`config.mk`:
```
export PLATFORM = sky130hd
export DESIGN_NAME = ccts_top
export DESIGN_NICKNAME = d
export VERILOG_FILES = /design/src/ccts_pkg.sv /design/src/ccts_top.sv
export SDC_FILE = /design/constraint.sdc
export NUM_CORES = 1
export LEC_CHECK = 0
export BUFFER_PORTS_ARGS = -buffer_cell sky130_fd_sc_hd__buf_4
export CAP_MARGIN = 5
export CORE_MARGIN = 3
export CORE_UTILIZATION = 60
export DETAILED_ROUTE_END_ITERATION = 12
export HOLD_SLACK_MARGIN = 0.1
export PLACE_DENSITY = 0.83
export SLEW_MARGIN = 10
export SYNTH_ARGS = -nofsm -noshare
export SYNTH_HDL_FRONTEND = slang
export SYNTH_SLANG_ARGS = --single-unit
```
`constraint.sdc`:
```
create_clock -name ref_clk -period 5.54 [get_ports ref_clk]
set_clock_uncertainty 0.1 [all_clocks]
set_input_delay 0.277 -clock ref_clk [delete_from_list [all_inputs] [get_ports ref_clk]]
set_output_delay 0.277 -clock ref_clk [all_outputs]
set_load 0.005 [all_outputs]
```
`src/ccts_pkg.sv`:
```
// constants shared by the capture and timer-select unit
package ccts_pkg;

  // -----------------------------------------------------------------
  // register bus geometry
  // -----------------------------------------------------------------
  localparam int          ADDR_W          = 4;
  localparam int          DATA_W          = 8;
  localparam int          NUM_UNITS       = 2;

  // -----------------------------------------------------------------
  // register indices on the plain register port
  // -----------------------------------------------------------------
  localparam logic [3:0]  REG_CTRL_1      = 4'h0;
  localparam logic [3:0]  REG_LOW_1       = 4'h1;
  localparam logic [3:0]  REG_HIGH_1      = 4'h2;
  localparam logic [3:0]  REG_CTRL_2      = 4'h3;
  localparam logic [3:0]  REG_LOW_2       = 4'h4;
  localparam logic [3:0]  REG_HIGH_2      = 4'h5;
  localparam logic [3:0]  REG_T3_CTRL     = 4'h6;
  localparam logic [3:0]  REG_FLAGS       = 4'h7;
  localparam logic [3:0]  REG_PIN_CFG     = 4'h8;

  // -----------------------------------------------------------------
  // field layouts and reset values
  // -----------------------------------------------------------------
  localparam logic [7:0]  CTRL_MASK_1     = 8'hff;
  localparam logic [7:0]  CTRL_MASK_2     = 8'h3f;
  localparam logic [7:0]  CTRL_RESET      = 8'h00;
  localparam logic [7:0]  T3_CTRL_RESET   = 8'h00;
  localparam int          T3_SEL_LOW_BIT  = 3;
  localparam int          T3_SEL_HIGH_BIT = 6;
  localparam int          FLAG_LSB        = 0;
  localparam int          IE_LSB          = 4;
  localparam logic [7:0]  FLAGS_MASK      = 8'h33;
  localparam int          PIN_SEL_BIT     = 0;
  localparam int          DIR_LSB         = 1;
  localparam int          LATCH_LSB       = 3;
  localparam logic [7:0]  PIN_CFG_MASK    = 8'h1f;
  localparam logic [7:0]  PIN_CFG_RESET   = 8'h07;

  // -----------------------------------------------------------------
  // mode field encodings
  // -----------------------------------------------------------------
  localparam logic [3:0]  MODE_OFF        = 4'h0;
  localparam logic [3:0]  MODE_CMP_TOGGLE = 4'h2;
  localparam logic [3:0]  MODE_CAP_FALL   = 4'h4;
  localparam logic [3:0]  MODE_CAP_RISE   = 4'h5;
  localparam logic [3:0]  MODE_CAP_RISE4  = 4'h6;
  localparam logic [3:0]  MODE_CAP_RISE16 = 4'h7;
  localparam logic [3:0]  MODE_CMP_TRIG   = 4'hb;
  localparam logic [1:0]  CLASS_CAPTURE   = 2'h1;
  localparam logic [1:0]  CLASS_COMPARE   = 2'h2;
  localparam logic [1:0]  CLASS_PWM       = 2'h3;

  // -----------------------------------------------------------------
  // prescaler terminal counts
  // -----------------------------------------------------------------
  localparam logic [3:0]  PRESC_TOP_1     = 4'h0;
  localparam logic [3:0]  PRESC_TOP_4     = 4'h3;
  localparam logic [3:0]  PRESC_TOP_16    = 4'hf;

  // time base that a unit is steered to
  typedef enum logic [1:0] {
    CCTS_TB_FIRST,
    CCTS_TB_THIRD,
    CCTS_TB_SECOND
  } ccts_tb_t;

endpackage

```
`src/ccts_top.sv`:
```
// capture, trigger and timer-select logic for two capture/compare/pwm units
//
// Notes on behaviour
// - control byte and low/high value bytes per unit, read/write.
// - capture/compare on first or third timer; pwm on second.
// - each capture/compare unit's timer comes from third timer control bits.
// - units run together; same class may share a timer.
// - capturing units pick first or third timer; unit one on third puts unit two there too.
// - a compare trigger resets its timer, maybe upsetting the other.
// - triggers reset their time base; only unit two starts conversion.
// - pwm units share second timer frequency and update rate.
// - unit two pin: port c bit 1 if select is 1, else port b bit 3.
// - a capture copies the full 16-bit timer into the pair.
// - mode picks falling, rising, every 4th or every 16th rising edge.
// - mode 0110 is every fourth rising edge, 0111 every sixteenth.
// - every capture sets the unit flag; only software clears it.
// - a later capture overwrites an unread pair.
// - with the pin as output, a latch write can capture.
// - mode change may raise a false flag; software masks and clears it.
// - prescaler clears when off, not capturing, or reset.
// - direct prescaler switch keeps the count and may set the flag.
`timescale 1ns/10ps

module ccts_top #(
  parameter int TIMER_W = 16
) (
  // clock and reset
  input  wire logic               ref_clk,
  input  wire logic               reset_n,
  // register port
  input  wire logic [3:0]         reg_addr,
  input  wire logic [7:0]         reg_wdata,
  input  wire logic               reg_write,
  input  wire logic               reg_read,
  output logic      [7:0]         reg_rdata,
  // timer counts, same clock domain
  input  wire logic [TIMER_W-1:0] first_timer_count,
  input  wire logic [TIMER_W-1:0] third_timer_count,
  // timer and converter triggers
  output logic                    first_timer_reset,
  output logic                    third_timer_reset,
  output logic                    adc_start,
  // time base chosen per unit
  output logic      [1:0]         unit1_time_base,
  output logic      [1:0]         unit2_time_base,
  // event flags
  output logic      [1:0]         unit_event_flag,
  // unit one pin
  input  wire logic               unit1_pin_in,
  output logic                    unit1_pin_out,
  output logic                    unit1_pin_oe,
  // unit two pin, first routing choice
  input  wire logic               port_c_bit_1_in,
  output logic                    port_c_bit_1_out,
  output logic                    port_c_bit_1_oe,
  // unit two pin, second routing choice
  input  wire logic               port_b_bit_3_in,
  output logic                    port_b_bit_3_out,
  output logic                    port_b_bit_3_oe
);

  // -----------------------------------------------------------------
  // helper functions
  // -----------------------------------------------------------------

  // terminal count of the edge prescaler for a capture mode
  function automatic logic [3:0] presc_top(input logic [3:0] mode);
    logic [3:0] top;
    top = ccts_pkg::PRESC_TOP_1;
    if (mode == ccts_pkg::MODE_CAP_RISE4) begin
      top = ccts_pkg::PRESC_TOP_4;
    end else if (mode == ccts_pkg::MODE_CAP_RISE16) begin
      top = ccts_pkg::PRESC_TOP_16;
    end
    return top;
  endfunction

  // class of operation held in the upper mode bits
  function automatic logic [1:0] mode_class(input logic [3:0] mode);
    return mode[3:2];
  endfunction

  // -----------------------------------------------------------------
  // state
  // -----------------------------------------------------------------
  logic [7:0]         ctrl      [2];
  logic [15:0]        pair      [2];
  logic [7:0]         t3_ctrl;
  logic [1:0]         flag;
  logic [1:0]         int_en;
  logic [4:0]         pin_cfg;
  logic [2:0]         pin_meta;
  logic [2:0]         pin_sync;
  logic [1:0]         pin_prev;
  logic [3:0]         presc     [2];
  logic [1:0]         match_prev;

  // per-unit decode
  logic [3:0]         mode      [2];
  logic [1:0]         is_cap;
  logic [1:0]         is_cmp;
  logic [1:0]         is_pwm;
  logic [1:0]         use_third;
  logic [15:0]        tb_count  [2];
  logic [1:0]         pin_level;
  logic [1:0]         edge_hit;
  logic [1:0]         cap_fire;
  logic [1:0]         match;
  logic [1:0]         cmp_fire;
  logic [1:0]         trig;
  logic [3:0]         next_presc [2];
  logic [15:0]        next_pair  [2];
  logic [7:0]         next_ctrl  [2];
  logic [1:0]         ctrl_wr;
  logic [1:0]         low_wr;
  logic [1:0]         high_wr;
  logic [1:0]         next_tb    [2];

  // -----------------------------------------------------------------
  // register port decode
  // -----------------------------------------------------------------

  // one-hot write selects from the address
  assign ctrl_wr[0] = reg_write && (reg_addr == ccts_pkg::REG_CTRL_1);
  assign ctrl_wr[1] = reg_write && (reg_addr == ccts_pkg::REG_CTRL_2);
  assign low_wr[0]  = reg_write && (reg_addr == ccts_pkg::REG_LOW_1);
  assign low_wr[1]  = reg_write && (reg_addr == ccts_pkg::REG_LOW_2);
  assign high_wr[0] = reg_write && (reg_addr == ccts_pkg::REG_HIGH_1);
  assign high_wr[1] = reg_write && (reg_addr == ccts_pkg::REG_HIGH_2);

  wire       t3_wr    = reg_write && (reg_addr == ccts_pkg::REG_T3_CTRL);
  wire       flags_wr = reg_write && (reg_addr == ccts_pkg::REG_FLAGS);
  wire       pin_wr   = reg_write && (reg_addr == ccts_pkg::REG_PIN_CFG);

  // read selection; unmapped addresses read as zero
  wire [7:0] flags_view = {2'h0, int_en, 2'h0, flag};
  wire [7:0] rd_mux =
      (reg_addr == ccts_pkg::REG_CTRL_1)  ? ctrl[0] :
      (reg_addr == ccts_pkg::REG_LOW_1)   ? pair[0][7:0] :
      (reg_addr == ccts_pkg::REG_HIGH_1)  ? pair[0][15:8] :
      (reg_addr == ccts_pkg::REG_CTRL_2)  ? ctrl[1] :
      (reg_addr == ccts_pkg::REG_LOW_2)   ? pair[1][7:0] :
      (reg_addr == ccts_pkg::REG_HIGH_2)  ? pair[1][15:8] :
      (reg_addr == ccts_pkg::REG_T3_CTRL) ? t3_ctrl :
      (reg_addr == ccts_pkg::REG_FLAGS)   ? flags_view :
      (reg_addr == ccts_pkg::REG_PIN_CFG) ? {3'h0, pin_cfg} : 8'h00;

  // -----------------------------------------------------------------
  // pin routing
  // -----------------------------------------------------------------

  // unit two follows the select bit, muxed after the synchronisers
  wire pin_select = pin_cfg[ccts_pkg::PIN_SEL_BIT];
  wire unit2_raw  = pin_select ? pin_sync[1] : pin_sync[2];
  wire dir_in_1   = pin_cfg[ccts_pkg::DIR_LSB];
  wire dir_in_2   = pin_cfg[ccts_pkg::DIR_LSB + 1];
  wire latch_1    = pin_cfg[ccts_pkg::LATCH_LSB];
  wire latch_2    = pin_cfg[ccts_pkg::LATCH_LSB + 1];

  // an output pin sees its own latch, so a latch write can capture
  assign pin_level[0] = dir_in_1 ? pin_sync[0] : latch_1;
  assign pin_level[1] = dir_in_2 ? unit2_raw : latch_2;

  // high select bit: both units on third timer,
  // low bit: unit two only
  assign use_third[0] = t3_ctrl[ccts_pkg::T3_SEL_HIGH_BIT];
  assign use_third[1] = t3_ctrl[ccts_pkg::T3_SEL_HIGH_BIT]
                        | t3_ctrl[ccts_pkg::T3_SEL_LOW_BIT];

  // -----------------------------------------------------------------
  // per-unit capture, compare and time base decode
  // -----------------------------------------------------------------
  for (genvar u = 0; u < 2; u++) begin : g_unit
    // mode class decode
    assign mode[u]   = ctrl[u][3:0];
    assign is_cap[u] = mode_class(mode[u]) == ccts_pkg::CLASS_CAPTURE;
    assign is_cmp[u] = (mode_class(mode[u]) == ccts_pkg::CLASS_COMPARE)
                       || (mode[u] == ccts_pkg::MODE_CMP_TOGGLE);
    assign is_pwm[u] = mode_class(mode[u]) == ccts_pkg::CLASS_PWM;

    // both capture/compare units may point at the same timer
    assign tb_count[u] = use_third[u] ? third_timer_count
                                      : first_timer_count;

    // falling edge for the falling mode, rising otherwise
    assign edge_hit[u] = (mode[u] == ccts_pkg::MODE_CAP_FALL)
                         ? (pin_prev[u] && !pin_level[u])
                         : (!pin_prev[u] && pin_level[u]);

    // a capture fires when the prescaler reaches its terminal count
    assign cap_fire[u] = is_cap[u] && edge_hit[u]
                         && (presc[u] == presc_top(mode[u]));

    // prescaler clears outside capture, keeps its count across settings
    assign next_presc[u] =
        !is_cap[u] ? 4'h0 :
        !edge_hit[u] ? presc[u] :
        (presc[u] == presc_top(mode[u])) ? 4'h0 : presc[u] + 4'h1;

    // compare match fires once per entry into the matching value
    assign match[u]    = is_cmp[u] && (tb_count[u] == pair[u]);
    assign cmp_fire[u] = match[u] && !match_prev[u];
    assign trig[u]     = cmp_fire[u] && (mode[u] == ccts_pkg::MODE_CMP_TRIG);

    // captured count wins over a software byte write in the same cycle
    assign next_pair[u] =
        cap_fire[u] ? tb_count[u] :
        low_wr[u]   ? {pair[u][15:8], reg_wdata} :
        high_wr[u]  ? {reg_wdata, pair[u][7:0]} : pair[u];

    // control writes keep only implemented bits
    assign next_ctrl[u] = ctrl_wr[u]
        ? (reg_wdata & ((u == 0) ? ccts_pkg::CTRL_MASK_1 : ccts_pkg::CTRL_MASK_2))
        : ctrl[u];

    // pwm uses the second timer, so two pwm units agree
    assign next_tb[u] = is_pwm[u]    ? 2'(ccts_pkg::CCTS_TB_SECOND) :
                        use_third[u] ? 2'(ccts_pkg::CCTS_TB_THIRD)
                                     : 2'(ccts_pkg::CCTS_TB_FIRST);
  end

  // flags: a hardware set beats a same-cycle clear
  wire [1:0] flag_set  = cap_fire | cmp_fire;
  wire [1:0] next_flag = (flags_wr ? reg_wdata[ccts_pkg::FLAG_LSB +: 2] : flag)
                         | flag_set;

  // trigger resets the triggering unit's timer
  wire next_first_rst = |(trig & ~use_third);
  wire next_third_rst = |(trig & use_third);
  wire next_adc_start = trig[1];

  // -----------------------------------------------------------------
  // synchronisers and edge history
  // -----------------------------------------------------------------

  // two stages on every pin before anything looks at it
  always_ff @(posedge ref_clk) begin
    if (!reset_n) begin
      pin_meta <= 3'h0;
      pin_sync <= 3'h0;
    end else begin
      pin_meta <= {port_b_bit_3_in, port_c_bit_1_in, unit1_pin_in};
      pin_sync <= pin_meta;
    end
  end

  // previous levels for edge and match detection
  always_ff @(posedge ref_clk) begin
    if (!reset_n) begin
      pin_prev   <= 2'h0;
      match_prev <= 2'h0;
    end else begin
      pin_prev   <= pin_level;
      match_prev <= match;
    end
  end

  // -----------------------------------------------------------------
  // unit registers
  // -----------------------------------------------------------------

  // control, value pair and prescaler per unit
  always_ff @(posedge ref_clk) begin
    if (!reset_n) begin
      for (int i = 0; i < 2; i++) begin
        ctrl[i]  <= ccts_pkg::CTRL_RESET;
        pair[i]  <= 16'h0000;
        presc[i] <= 4'h0;
      end
    end else begin
      for (int i = 0; i < 2; i++) begin
        ctrl[i]  <= next_ctrl[i];
        pair[i]  <= next_pair[i];
        presc[i] <= next_presc[i];
      end
    end
  end

  // shared configuration: timer select, flags, enables, pin setup
  always_ff @(posedge ref_clk) begin
    if (!reset_n) begin
      t3_ctrl <= ccts_pkg::T3_CTRL_RESET;
      flag    <= 2'h0;
      int_en  <= 2'h0;
      pin_cfg <= ccts_pkg::PIN_CFG_RESET[4:0];
    end else begin
      t3_ctrl <= t3_wr ? reg_wdata : t3_ctrl;
      flag    <= next_flag;
      int_en  <= flags_wr ? reg_wdata[ccts_pkg::IE_LSB +: 2] : int_en;
      pin_cfg <= pin_wr ? reg_wdata[4:0] : pin_cfg;
    end
  end

  // -----------------------------------------------------------------
  // registered outputs
  // -----------------------------------------------------------------

  // read data stands only in the cycle after the read strobe
  always_ff @(posedge ref_clk) begin
    if (!reset_n) begin
      reg_rdata <= 8'h00;
    end else begin
      reg_rdata <= reg_read ? rd_mux : 8'h00;
    end
  end

  // trigger pulses, time base report and flags
  always_ff @(posedge ref_clk) begin
    if (!reset_n) begin
      first_timer_reset <= 1'b0;
      third_timer_reset <= 1'b0;
      adc_start         <= 1'b0;
      unit1_time_base   <= 2'(ccts_pkg::CCTS_TB_FIRST);
      unit2_time_base   <= 2'(ccts_pkg::CCTS_TB_FIRST);
      unit_event_flag   <= 2'h0;
    end else begin
      first_timer_reset <= next_first_rst;
      third_timer_reset <= next_third_rst;
      adc_start         <= next_adc_start;
      unit1_time_base   <= next_tb[0];
      unit2_time_base   <= next_tb[1];
      unit_event_flag   <= next_flag;
    end
  end

  // pin drivers; unit two drives only its routed pin
  // direction stays with software
  always_ff @(posedge ref_clk) begin
    if (!reset_n) begin
      unit1_pin_out    <= 1'b0;
      unit1_pin_oe     <= 1'b0;
      port_c_bit_1_out <= 1'b0;
      port_c_bit_1_oe  <= 1'b0;
      port_b_bit_3_out <= 1'b0;
      port_b_bit_3_oe  <= 1'b0;
    end else begin
      unit1_pin_out    <= latch_1;
      unit1_pin_oe     <= !dir_in_1;
      port_c_bit_1_out <= pin_select && latch_2;
      port_c_bit_1_oe  <= pin_select && !dir_in_2;
      port_b_bit_3_out <= !pin_select && latch_2;
      port_b_bit_3_oe  <= !pin_select && !dir_in_2;
    end
  end

endmodule

```
==> load_flow_metrics.sql, run 1 <==
INSERT INTO impl_metrics (metric_group, metric, value, unit) VALUES
('run_status', 'outcome', 'finished clean', ''),
('logic_synthesis', 'synth_seq_area_share', '0.3679', ''),
('cts', 'h-tree-depth', '3', ''),
('power', 'internal_power', '0.9997', 'mW'),
('drt', 'detail_route.first_pass.iterations', '5', ''),
('grt', 'number_of_global_route_vias_before_repair', '5062', ''),
('grt', 'grt_met1_use', '0.4301', ''),
('critical_path', 'reg2reg_depth', '8', ''),
('grt', 'global_route.overflow_total', '0', ''),
('cts', 'cts_inserted_buffers', '9', ''),
('critical_path', 'slowest_stage', 'nor2_2', ''),
('timing', 'finalMaxSlewViolations', '0', ''),
('drt', 'route.detailed.drc', '0', ''),
('logic_synthesis', 'netlist_instances', '654', ''),
('placed_design', 'gpl.final_weighted_congestion', '0.9269', ''),
('drt', 'route.detailed.wl_per_inst', '20.11', 'µm'),
('drt', 'detailedRoute.firstIterationViolations', '532', ''),
('final_layout', 'final_common_cell', 'dfxtp_1', ''),
('drt', 'route.vias.total', '5342', ''),
('floorplan', 'num_io_pins', '74', ''),
('grt', 'grt.met3_usage', '0.07372', ''),
('job', 'max-cap-violations', '0', ''),
('placed_design', 'post_place_cells', '793', ''),
('logic_synthesis', 'synth.cell_area', '5550', 'µm²'),
('worst_hold_path', 'min_path_type', 'in2reg', ''),
('logic_synthesis', 'edff_count_synth', '0', ''),
('critical_path', 'crit-reg2reg-launch', 'pin_cfg[0]', ''),
('logic_synthesis', 'post-synth-top-area-fraction', '0.3679', ''),
('cts', 'worstSkewPairLatency', '0.39', 'ns'),
('floorplan', 'die_h', '102.2', 'µm'),
('final_layout', 'post_layout_nonfiller_instances', '826', ''),
('logic_synthesis', 'synth_largest_area_cell', 'dfxtp_1', ''),
('critical_path', 'cell_chain_of_the_critical_path', 'mux2_2, mux2i_1, mux2i_1, a221o_1, nor2_2, nor2_1, a311oi_1, dlygate4sd3_1', ''),
('power', 'clock_power_share', '0.326', ''),
('final_layout', 'layout_common_cells', '102 x dfxtp_1, 78 x buf_4, 55 x nor2_1, 52 x nand2_1, 51 x a211oi_1', ''),
('critical_path', 'criticalPathCategory', 'reg2reg', ''),
('grt', 'globalRouteMet2Util', '0.5082', ''),
('power', 'sw_frac_of_total', '0.2789', ''),
('floorplan', 'rows', '34', ''),
('logic_synthesis', 'synth_async_sr_flop_share', '0', ''),
('logic_synthesis', 'synth_top_flop_cell', 'dfxtp_1', ''),
('final_layout', 'final_nets', '766', ''),
('power', 'p_total', '1.386', 'mW'),
('logic_synthesis', 'synth_fa_ha_area_frac', '0.004509', ''),
('critical_path', 'start_kind', 'flop', ''),
('critical_path', 'critical_path.max_stage_delay', '0.92', 'ns'),
('final_layout', 'finalCoreUtilization', '0.7270', ''),
('timing', 'finalCritPeriodShare', '0.6711', ''),
('cts', 'tritoncts_clock_tree', 'yes', ''),
('floorplan', 'die_area', '10440', 'µm²'),
('cts', 'cts_setup_buffers', '0', ''),
('timing', 'final_hold_viol_count', '0', ''),
('critical_path', 'worst_ep_required_time', '5.77', 'ns'),
('grt', 'grt_start_max_net_pins', '45', ''),
('timing', 'max_slew_margin', '0.1720', ''),
('critical_path', 'worstReg2RegEnd', 'pair[0][21]', ''),
('cts', 'cts_max_path_buffers', '2', ''),
('floorplan', 'die_w', '102.2', 'µm'),
('grt', 'groute.usage.overall', '0.3227', ''),
('drt', 'route.final.wire_length', '16610', 'µm'),
('drt', 'detail_route.vias_per_cell', '6.467', ''),
('final_layout', 'layout.cell_area.non_filler', '6432', 'µm²'),
('final_layout', 'drive_gt1_frac', '0.1602', ''),
('timing', 'finalSetupViolCount', '0', ''),
('timing', 'period_minus_slack', '3.718', 'ns'),
('power', 'power.share.combinational', '0.131', ''),
('logic_synthesis', 'synthDistinctLibCells', '62', ''),
('final_layout', 'n_fill_cell', '705', ''),
('placed_design', 'cell_area_after_placement', '6080', 'µm²'),
('timing', 'rsz0062_at_grt', 'no', ''),
('logic_synthesis', 'synth_top_family_by_area', 'simple AND/OR/NAND/NOR gates', '');
worst max-delay path, delay by kind of cell (launching register included):
family                 cells  cell delay [ns]
DFF                        1             0.46
buffers and inverters      1             0.61
muxes                      3             0.80
AOI/OAI and AO/OA          2             0.65
and+or+nand+nor            2             1.05
cell usage after synthesis, drive strengths merged (3+ instances only):
| cell | number |
|---|---|
| clkbuf | 31 |
| nor3 | 10 |
| or4 | 3 |
| nand3 | 27 |
| nand2 | 52 |
| nor2 | 56 |
| xnor2 | 15 |
| a22oi | 6 |
| a2bb2oi | 3 |
| a311oi | 9 |
| nor2b | 16 |
| nor4b | 4 |
| nand2b | 13 |
| xor2 | 17 |
| or2 | 4 |
| dfxtp | 102 |
| and3 | 22 |
| nor4 | 7 |
| or3 | 4 |
| a21oi | 33 |
| o21ai | 17 |
| a211oi | 51 |
| buf | 16 |
| o211ai | 3 |
| a31oi | 3 |
| inv | 15 |
| mux2i | 50 |
| o22ai | 7 |
| and2 | 8 |
| o21bai | 3 |
| nand4 | 7 |
| nor3b | 5 |
| mux2 | 10 |
power groups by stage:
stage | logic (mW) | clock network [mW] | registers [mW]
5_1_grt | 0.195 | 0.486 | 0.754
4_1_cts | 0.177 | 0.454 | 0.752
3_3_place_gp | 0.167 | 0 | 0.768
3_5_place_dp | 0.169 | 0 | 0.769
6_report | 0.182 | 0.452 | 0.753
2_1_floorplan | 0.0991 | 0 | 0.766
how the worst min path moves through the flow:
| stage | startpoint | endpoint | slack (ns) | cells past startpoint |
|---|---|---|---|---|
| floorplan | unit1_pin_in | pin_meta[0] | 0.30 | 1 |
| global placement | pin_meta[0] | pin_sync[0] | 0.31 | 1 |
| detailed placement | pin_meta[1] | pin_sync[1] | 0.32 | 1 |
| CTS | reset_n | pin_cfg[1] | 0.10 | 2 |
| global route | third_timer_count[12] | pair[0][28] | 0.11 | 3 |
| finish | third_timer_count[12] | pair[0][28] | 0.10 | 3 |
cell families after synthesis:
logic type      count (synthesis)
simple gates                  246
compound gates                149
flops                         102
buf+inv                        62
mux                            61
xor+xnor                       32
fa+ha+maj                       2
metal layers:
layer	wire, µm	part of all wire	up-vias
li1	-	-	2490
met1	6865	0.41	2541
met2	7643	0.46	260
met3	1476	0.089	51
met4	623	0.038	0
met5	0	0	-
area by class of cell:
class | count | area (µm²) | area share
tap | 108 | 135.1 | 0.02101
multi-input combinational | 490 | 3261 | 0.5069
inverter | 15 | 56.30 | 0.008753
timing repair buffer | 95 | 755.7 | 0.1175
sequential | 102 | 2042 | 0.3174
clock inverter | 5 | 41.29 | 0.006419
clock buffer | 11 | 141.4 | 0.02198
state kept, by name, indices dropped and copies added (netlist names), 2 cells and up:
register	count
unit2_time_base	2
pin_cfg	5
ctrl	14
flag	2
pin_sync	3
pair	32
pin_prev	2
match_prev	2
pin_meta	3
int_en	2
t3_ctrl	8
unit1_time_base	2
presc	8
reg_rdata	8
metrics by stage:
stage	hold WS, ns	worst slack (ns)
2_1_floorplan	0.3043	3.231
3_3_place_gp	0.3142	2.449
3_5_place_dp	0.3209	2.397
4_1_cts	0.1008	1.955
5_1_grt	0.1132	1.589
6_report	0.1028	1.822
No activity file was read; power rests on OpenSTA's default activity.
==> run 2, diff against run 1 <==
CORE_UTILIZATION = 52   (was 60)
PLACE_DENSITY = 0.76   (was 0.83)
clock period = 3.3 ns   (was 5.54 ns; I/O delays follow)
==> run 2 against run 1 <==
Sequential power rose by 67%. Final area rose by 3.3%. Critical path type unchanged. First-iteration DRC count fell by 4.7%. Utilization fell by 8.6 points. Fmax rose by 19%. Via count rose by 0.32%. Largest power group unchanged. Final cell count rose by 5.9%. Routed wire length rose by 3.0%. Sequential cell count did not move. Setup slack got worse by 1.6 ns.
==> load_flow_metrics.sql, run 2 (synthesis results as in run 1) <==
INSERT INTO impl_metrics (metric_group, metric, value, unit) VALUES
('final_layout', 'layout_common_cells', '101 x dfxtp_1, 85 x buf_4, 55 x nor2_1, 52 x nand2_1, 51 x a211oi_1', ''),
('drt', 'route.detailed.drc', '0', ''),
('placed_design', 'dp_worst_setup_slack', '0.2501', 'ns'),
('timing', 'max_slew_margin', '0.4504', ''),
('final_layout', 'post_layout_nonfiller_instances', '875', ''),
('floorplan', 'die_area', '11950', 'µm²'),
('floorplan', 'num_io_pins', '74', ''),
('cts', 'cts_inserted_buffers', '9', ''),
('floorplan', 'die_h', '109.3', 'µm'),
('cts', 'worstSkewPairLatency', '0.39', 'ns'),
('cts', 'cts_setup_buffers', '0', ''),
('timing', 'rsz0062_at_grt', 'no', ''),
('grt', 'number_of_antenna_violations_at_the_first_check_in_global_routing', '2', ''),
('timing', 'finalWorstSetupSlack', '0.1721', 'ns'),
('critical_path', 'worst_ep_required_time', '3.51', 'ns'),
('placed_design', 'gpl.final_weighted_congestion', '0.9289', ''),
('final_layout', 'largest_reg_flops', '32', ''),
('final_layout', 'final_common_cell', 'dfxtp_1', ''),
('placed_design', 'post_place_cells', '829', ''),
('drt', 'detail_route.first_pass.iterations', '5', ''),
('cts', 'tritoncts_clock_tree', 'yes', ''),
('drt', 'detailedRoute.firstIterationViolations', '507', ''),
('power', 'irDropWorstVdd', '226.3', 'µV'),
('grt', 'grt_first_pass_wirelength', '26620', 'µm'),
('critical_path', 'start_kind', 'flop', ''),
('final_layout', 'drive_gt1_frac', '0.1667', ''),
('grt', 'global_route.overflow_total', '0', ''),
('final_layout', 'layout.cell_area.non_filler', '6648', 'µm²'),
('worst_hold_path', 'min_path_type', 'in2reg', ''),
('cts', 'h-tree-depth', '3', ''),
('critical_path', 'worst-endpoint-arrival', '3.33', 'ns'),
('floorplan', 'rows', '37', ''),
('job', 'max-cap-violations', '0', ''),
('final_layout', 'final_nets', '788', ''),
('floorplan', 'core_area', '10370', 'µm²'),
('timing', 'finalSetupViolCount', '0', ''),
('cts', 'clock-sinks', '102', ''),
('floorplan', 'start_util', '0.5352', ''),
('cts', 'clk_pin_slew_worst_paths', '0.10', 'ns'),
('timing', 'finalCritPeriodShare', '0.9478', ''),
('final_layout', 'syn_to_final_growth', '19.77', '%'),
('final_layout', 'registers.top_by_ff_count', 'pair', ''),
('timing', 'timing.setup.tns', '0', 'ns'),
('placed_design', 'hpwlAfterDp', '11980', 'µm'),
('grt', 'grt_start_max_net_pins', '73', ''),
('cts', 'root_buffer', 'clkbuf_8', ''),
('final_layout', 'layout_top_registers', 'pair: 32 flops, ctrl: 14 flops', ''),
('timing', 'finalMaxSlewViolations', '0', ''),
('placed_design', 'io_buffer_count', '73', ''),
('drt', 'route.final.wire_length', '17110', 'µm'),
('timing', 'final_hold_viol_count', '0', ''),
('placed_design', 'cell_area_after_placement', '6175', 'µm²'),
('run_status', 'outcome', 'finished clean', ''),
('grt', 'number_of_global_route_vias_before_repair', '5017', ''),
('drt', 'route.vias.total', '5359', ''),
('drt', 'route.detailed.wl_per_inst', '19.55', 'µm'),
('critical_path', 'criticalPathCategory', 'reg2reg', ''),
('cts', 'cts_max_path_buffers', '2', ''),
('power', 'power.density', '342.8', 'nW/µm²'),
('floorplan', 'die_w', '109.3', 'µm'),
('grt', 'groute.usage.overall', '0.2923', ''),
('drt', 'detail_route.vias_per_cell', '6.125', ''),
('timing', 'period_minus_slack', '3.128', 'ns'),
('drt', 'ant_nets', '0', ''),
('final_layout', 'finalCoreUtilization', '0.6410', ''),
('timing', 'max_freq', '319.7', 'MHz'),
('critical_path', 'crit_fanout', '18', ''),
('timing', 'worst_pin_slew', '0.8233', 'ns'),
('critical_path', 'timing.critical_path.to_type', 'flop', ''),
('power', 'pleak', '2.552', 'nW'),
('final_layout', 'n_fill_cell', '881', '');
-- run 2: cell types whose count changed in the layout (fill, tap and decap cells not counted), sizes merged --
cell         previous run  this run
buf                    78        86
clkbuf                 11        10
clkinv                  1         3
clkinvlp                2         0
diode                   0         1
dlygate4sd3            17        31
inv                    17        16
-- run 2: routing by layer --
| layer | part of all wire | vias to the layer above | global-route usage |
|---|---|---|---|
| met2 | 0.46 | 229 | 0.4566 |
| met3 | 0.078 | 34 | 0.06107 |
| met4 | 0.025 | 2 | 0.1069 |
| li1 | - | 2539 | - |
| met1 | 0.44 | 2555 | 0.3999 |
| met5 | 0.00064 | - | 0 |
-- run 2: timing repair --
item,4_1_cts,5_1_grt
endpoints found under the setup margin,0,7
gates resized for setup,0,3
hold endpoints to repair,51,0
hold buffers,31,0
-- run 2: critical path, stage by stage, from the launching register on --
cell     delay (ns)
dfxtp_1        0.86
buf_4          0.34
mux2i_1        0.36
xnor2_1        0.12
nor4_1         0.32
nand2_1        0.15
nor3_2         0.18
or4b_1         0.46
a21oi_1        0.15
-- run 2: final timing paths --
path / startpoint / endpoint / slack (ns) / cells after the start
worst max-delay path: t3_ctrl[6] / third_timer_reset / 0.17 / 8
worst min-delay path: first_timer_count[7] / pair[0][23] / 0.12 / 3
worst max register to register: t3_ctrl[6] / third_timer_reset / 0.17 / 8
worst min register to register: pin_meta[1] / pin_sync[1] / 0.33 / 1
-- run 2: power breakdown --
group	internal (mW)	total (mW)	switching, mW
clock network	0.266	0.693	0.428
registers	1.25	1.26	0.0160
logic	0.140	0.322	0.182
total	1.65	2.28	0.625
-- run 2: through the flow --
step / total power, mW / hold slack [ns]
final: 2.279 / 0.1230
after global routing: 2.363 / 0.1382
after CTS: 2.283 / 0.1029
after detailed placement: 1.582 / 0.2774
after global placement: 1.578 / 0.2742
after floorplan: 1.453 / 0.1923
-- run 2: cell type report --
| type | instances | area (µm²) | area share |
|---|---|---|---|
| Multi-Input combinational cell | 490 | 3264 | 0.4911 |
| Sequential cell | 102 | 2043 | 0.3074 |
| Timing Repair Buffer | 117 | 959.7 | 0.1444 |
| Tap cell | 136 | 170.2 | 0.02560 |
| Clock buffer | 10 | 127.6 | 0.01920 |
| Inverter | 15 | 56.30 | 0.008470 |
| Clock inverter | 4 | 23.77 | 0.003576 |
| Antenna cell | 1 | 2.502 | 0.0003764 |
==> run 3, diff against run 2 <==
CORE_ASPECT_RATIO = 0.7   (was unset)
==> run 3 against run 2 <==
Die area grew 0.17%. First-iteration DRC count grew 62%. Global-route usage grew 1.1 points. Final cell count shrank 1.1%. Via count grew 2.1%. Count of clock-buffer cells in the layout grew 2. Sequential power is essentially flat. Register-to-register slack gained 0.13 ns. Critical path depth grew 1. Clock power grew 67%. Setup slack gained 0.13 ns. Critical path type unchanged. Critical endpoint is now pair[0][28]. Largest cell class unchanged. Largest power group unchanged.
==> load_flow_metrics.sql, run 3 (synthesis results as in run 1) <==
INSERT INTO impl_metrics (metric_group, metric, value, unit) VALUES
('floorplan', 'core_area', '10020', 'µm²'),
('drt', 'met2_length', '7436', 'µm'),
('cts', 'worstSkewPairLatency', '0.34', 'ns'),
('critical_path', 'criticalPathCategory', 'reg2reg', ''),
('cts', 'root_buffer', 'clkbuf_16', ''),
('floorplan', 'die_area', '11970', 'µm²'),
('drt', 'route.detailed.drc', '0', ''),
('cts', 'cts_inserted_buffers', '9', ''),
('timing', 'max_slew_margin', '0.4827', ''),
('final_layout', 'final_common_cell', 'dfxtp_1', ''),
('placed_design', 'hpwlAfterDp', '12780', 'µm'),
('final_layout', 'drive_gt1_frac', '0.1696', ''),
('timing', 'finalCritPeriodShare', '0.9090', ''),
('drt', 'wl_met1', '8102', 'µm'),
('cts', 'cts_setup_buffers', '0', ''),
('critical_path', 'start_kind', 'flop', ''),
('placed_design', 'cell_area_after_placement', '6172', 'µm²'),
('final_layout', 'layout_top_registers', 'pair: 32 flops, ctrl: 14 flops', ''),
('floorplan', 'rows', '30', ''),
('final_layout', 'layout_common_cells', '102 x dfxtp_1, 86 x buf_4, 55 x nor2_1, 52 x nand2_1, 51 x a211oi_1', ''),
('placed_design', 'gpl.final_weighted_congestion', '1.021', ''),
('power', 'power.density', '405.8', 'nW/µm²'),
('grt', 'groute.usage.overall', '0.3032', ''),
('critical_path', 'worst-endpoint-arrival', '3.13', 'ns'),
('timing', 'fin_hold_ws', '0.1547', 'ns'),
('floorplan', 'start_util', '0.5538', ''),
('job', 'max-cap-violations', '0', ''),
('final_layout', 'final_nets', '785', ''),
('floorplan', 'die_h', '92.44', 'µm'),
('floorplan', 'die_w', '129.5', 'µm'),
('floorplan', 'num_io_pins', '74', ''),
('drt', 'met3RoutedLength', '2009', 'µm'),
('cts', 'h-tree-depth', '3', ''),
('grt', 'number_of_global_route_vias_before_repair', '5183', ''),
('cts', 'clock-sinks', '102', ''),
('drt', 'route.detailed.wl_per_inst', '20.72', 'µm'),
('grt', 'global_route.overflow_total', '0', ''),
('grt', 'grt_first_pass_wirelength', '28440', 'µm'),
('critical_path', 'crit_fanout', '31', ''),
('final_layout', 'syn_to_final_growth', '22.11', '%'),
('final_layout', 'seqCellArea', '2042', 'µm²'),
('cts', 'cts_max_path_buffers', '2', ''),
('critical_path', 'timing.critical_path.to_type', 'flop', ''),
('final_layout', 'largest_reg_flops', '32', ''),
('drt', 'route.final.wire_length', '17920', 'µm'),
('drt', 'detail_route.first_pass.iterations', '6', ''),
('timing', 'rsz0062_at_grt', 'no', ''),
('drt', 'detail_route.vias_per_cell', '6.323', ''),
('timing', 'final_hold_viol_count', '0', ''),
('power', 'irDropWorstVdd', '272.8', 'µV'),
('cts', 'clk_pin_slew_worst_paths', '0.07', 'ns'),
('timing', 'finalSetupViolCount', '0', ''),
('drt', 'ant_nets', '0', ''),
('critical_path', 'worst_ep_required_time', '3.43', 'ns'),
('final_layout', 'n_fill_cell', '827', ''),
('power', 'pleak', '2.605', 'nW'),
('drt', 'route.vias.total', '5469', ''),
('timing', 'max_freq', '333.4', 'MHz'),
('grt', 'number_of_antenna_violations_at_the_first_check_in_global_routing', '0', ''),
('timing', 'period_minus_slack', '3.000', 'ns'),
('placed_design', 'io_buffer_count', '73', ''),
('final_layout', 'registers.top_by_ff_count', 'pair', ''),
('timing', 'worst_pin_slew', '0.7731', 'ns'),
('cts', 'tritoncts_clock_tree', 'yes', ''),
('worst_hold_path', 'min_path_type', 'in2reg', ''),
('run_status', 'outcome', 'finished clean', ''),
('final_layout', 'layout.cell_area.non_filler', '6778', 'µm²'),
('drt', 'top_layer', 'met4', ''),
('drt', 'detailedRoute.firstIterationViolations', '820', ''),
('timing', 'finalMaxSlewViolations', '0', ''),
('grt', 'grt_start_max_net_pins', '40', ''),
('final_layout', 'multiInputGateArea', '3268', 'µm²'),
('timing', 'timing.setup.tns', '0', 'ns'),
('final_layout', 'number_of_inserted_diodes', '0', '');
==> run 3: cell type report <==
| cell class | instances | area share |
|---|---|---|
| Sequential cell | 102 | 0.3013 |
| Multi-Input combinational cell | 490 | 0.4822 |
| Tap cell | 128 | 0.02363 |
| Clock inverter | 4 | 0.01145 |
| Clock buffer | 12 | 0.03637 |
| Inverter | 15 | 0.008307 |
| Timing Repair Buffer | 114 | 0.1368 |
==> run 3: timing repair <==
| action | 4_1_cts | 5_1_grt |
|---|---|---|
| hold buffers | 27 | 0 |
| setup endpoints to repair | 0 | 6 |
| resized for setup | 0 | 3 |
| endpoints found under the hold margin | 36 | 0 |
==> run 3: final timing paths <==
| check | cells after the start | end | start | slack, ns |
|---|---|---|---|---|
| max | 9 | pair[0][28] | pin_cfg[0] | 0.30 |
| min | 3 | reg_rdata[6] | reg_read | 0.15 |
| max reg2reg | 9 | pair[0][28] | pin_cfg[0] | 0.30 |
| min reg2reg | 1 | pin_sync[0] | pin_meta[0] | 0.34 |
==> run 3: metrics by stage <==
step	setup slack (ns)	total power, mW	utilization	std cells
3_3_place_gp	0.6373	1.584	0.6159	822
5_1_grt	0.06197	2.827	0.6763	865
3_5_place_dp	0.4988	1.587	0.6159	822
2_1_floorplan	0.9909	1.453	-	654
4_1_cts	0.1212	2.757	0.6752	865
6_report	0.3003	2.751	0.6763	865
==> run 3: worst max-delay path, stage by stage (launching register included) <==
cell           delay (ns)
dfxtp_1              0.45
mux2_2               0.37
mux2i_2              0.23
mux2i_2              0.42
a221o_1              0.22
nor2_2               0.05
buf_6                0.18
a211oi_1             0.22
a311oi_1             0.07
dlygate4sd3_1        0.57
==> run 3: where the power goes <==
group          leakage (nW)  total [mW]  internal, mW  switching, mW
clock                 0.157        1.16         0.691          0.469
sequential            0.825        1.26          1.25         0.0161
combinational          1.62       0.326         0.138          0.188
==> run 3: layer usage <==
layer,GRT usage,vias up
met5,0,-
met4,0.07872,0
met3,0.08473,39
met2,0.4341,320
met1,0.4467,2578
li1,-,2532
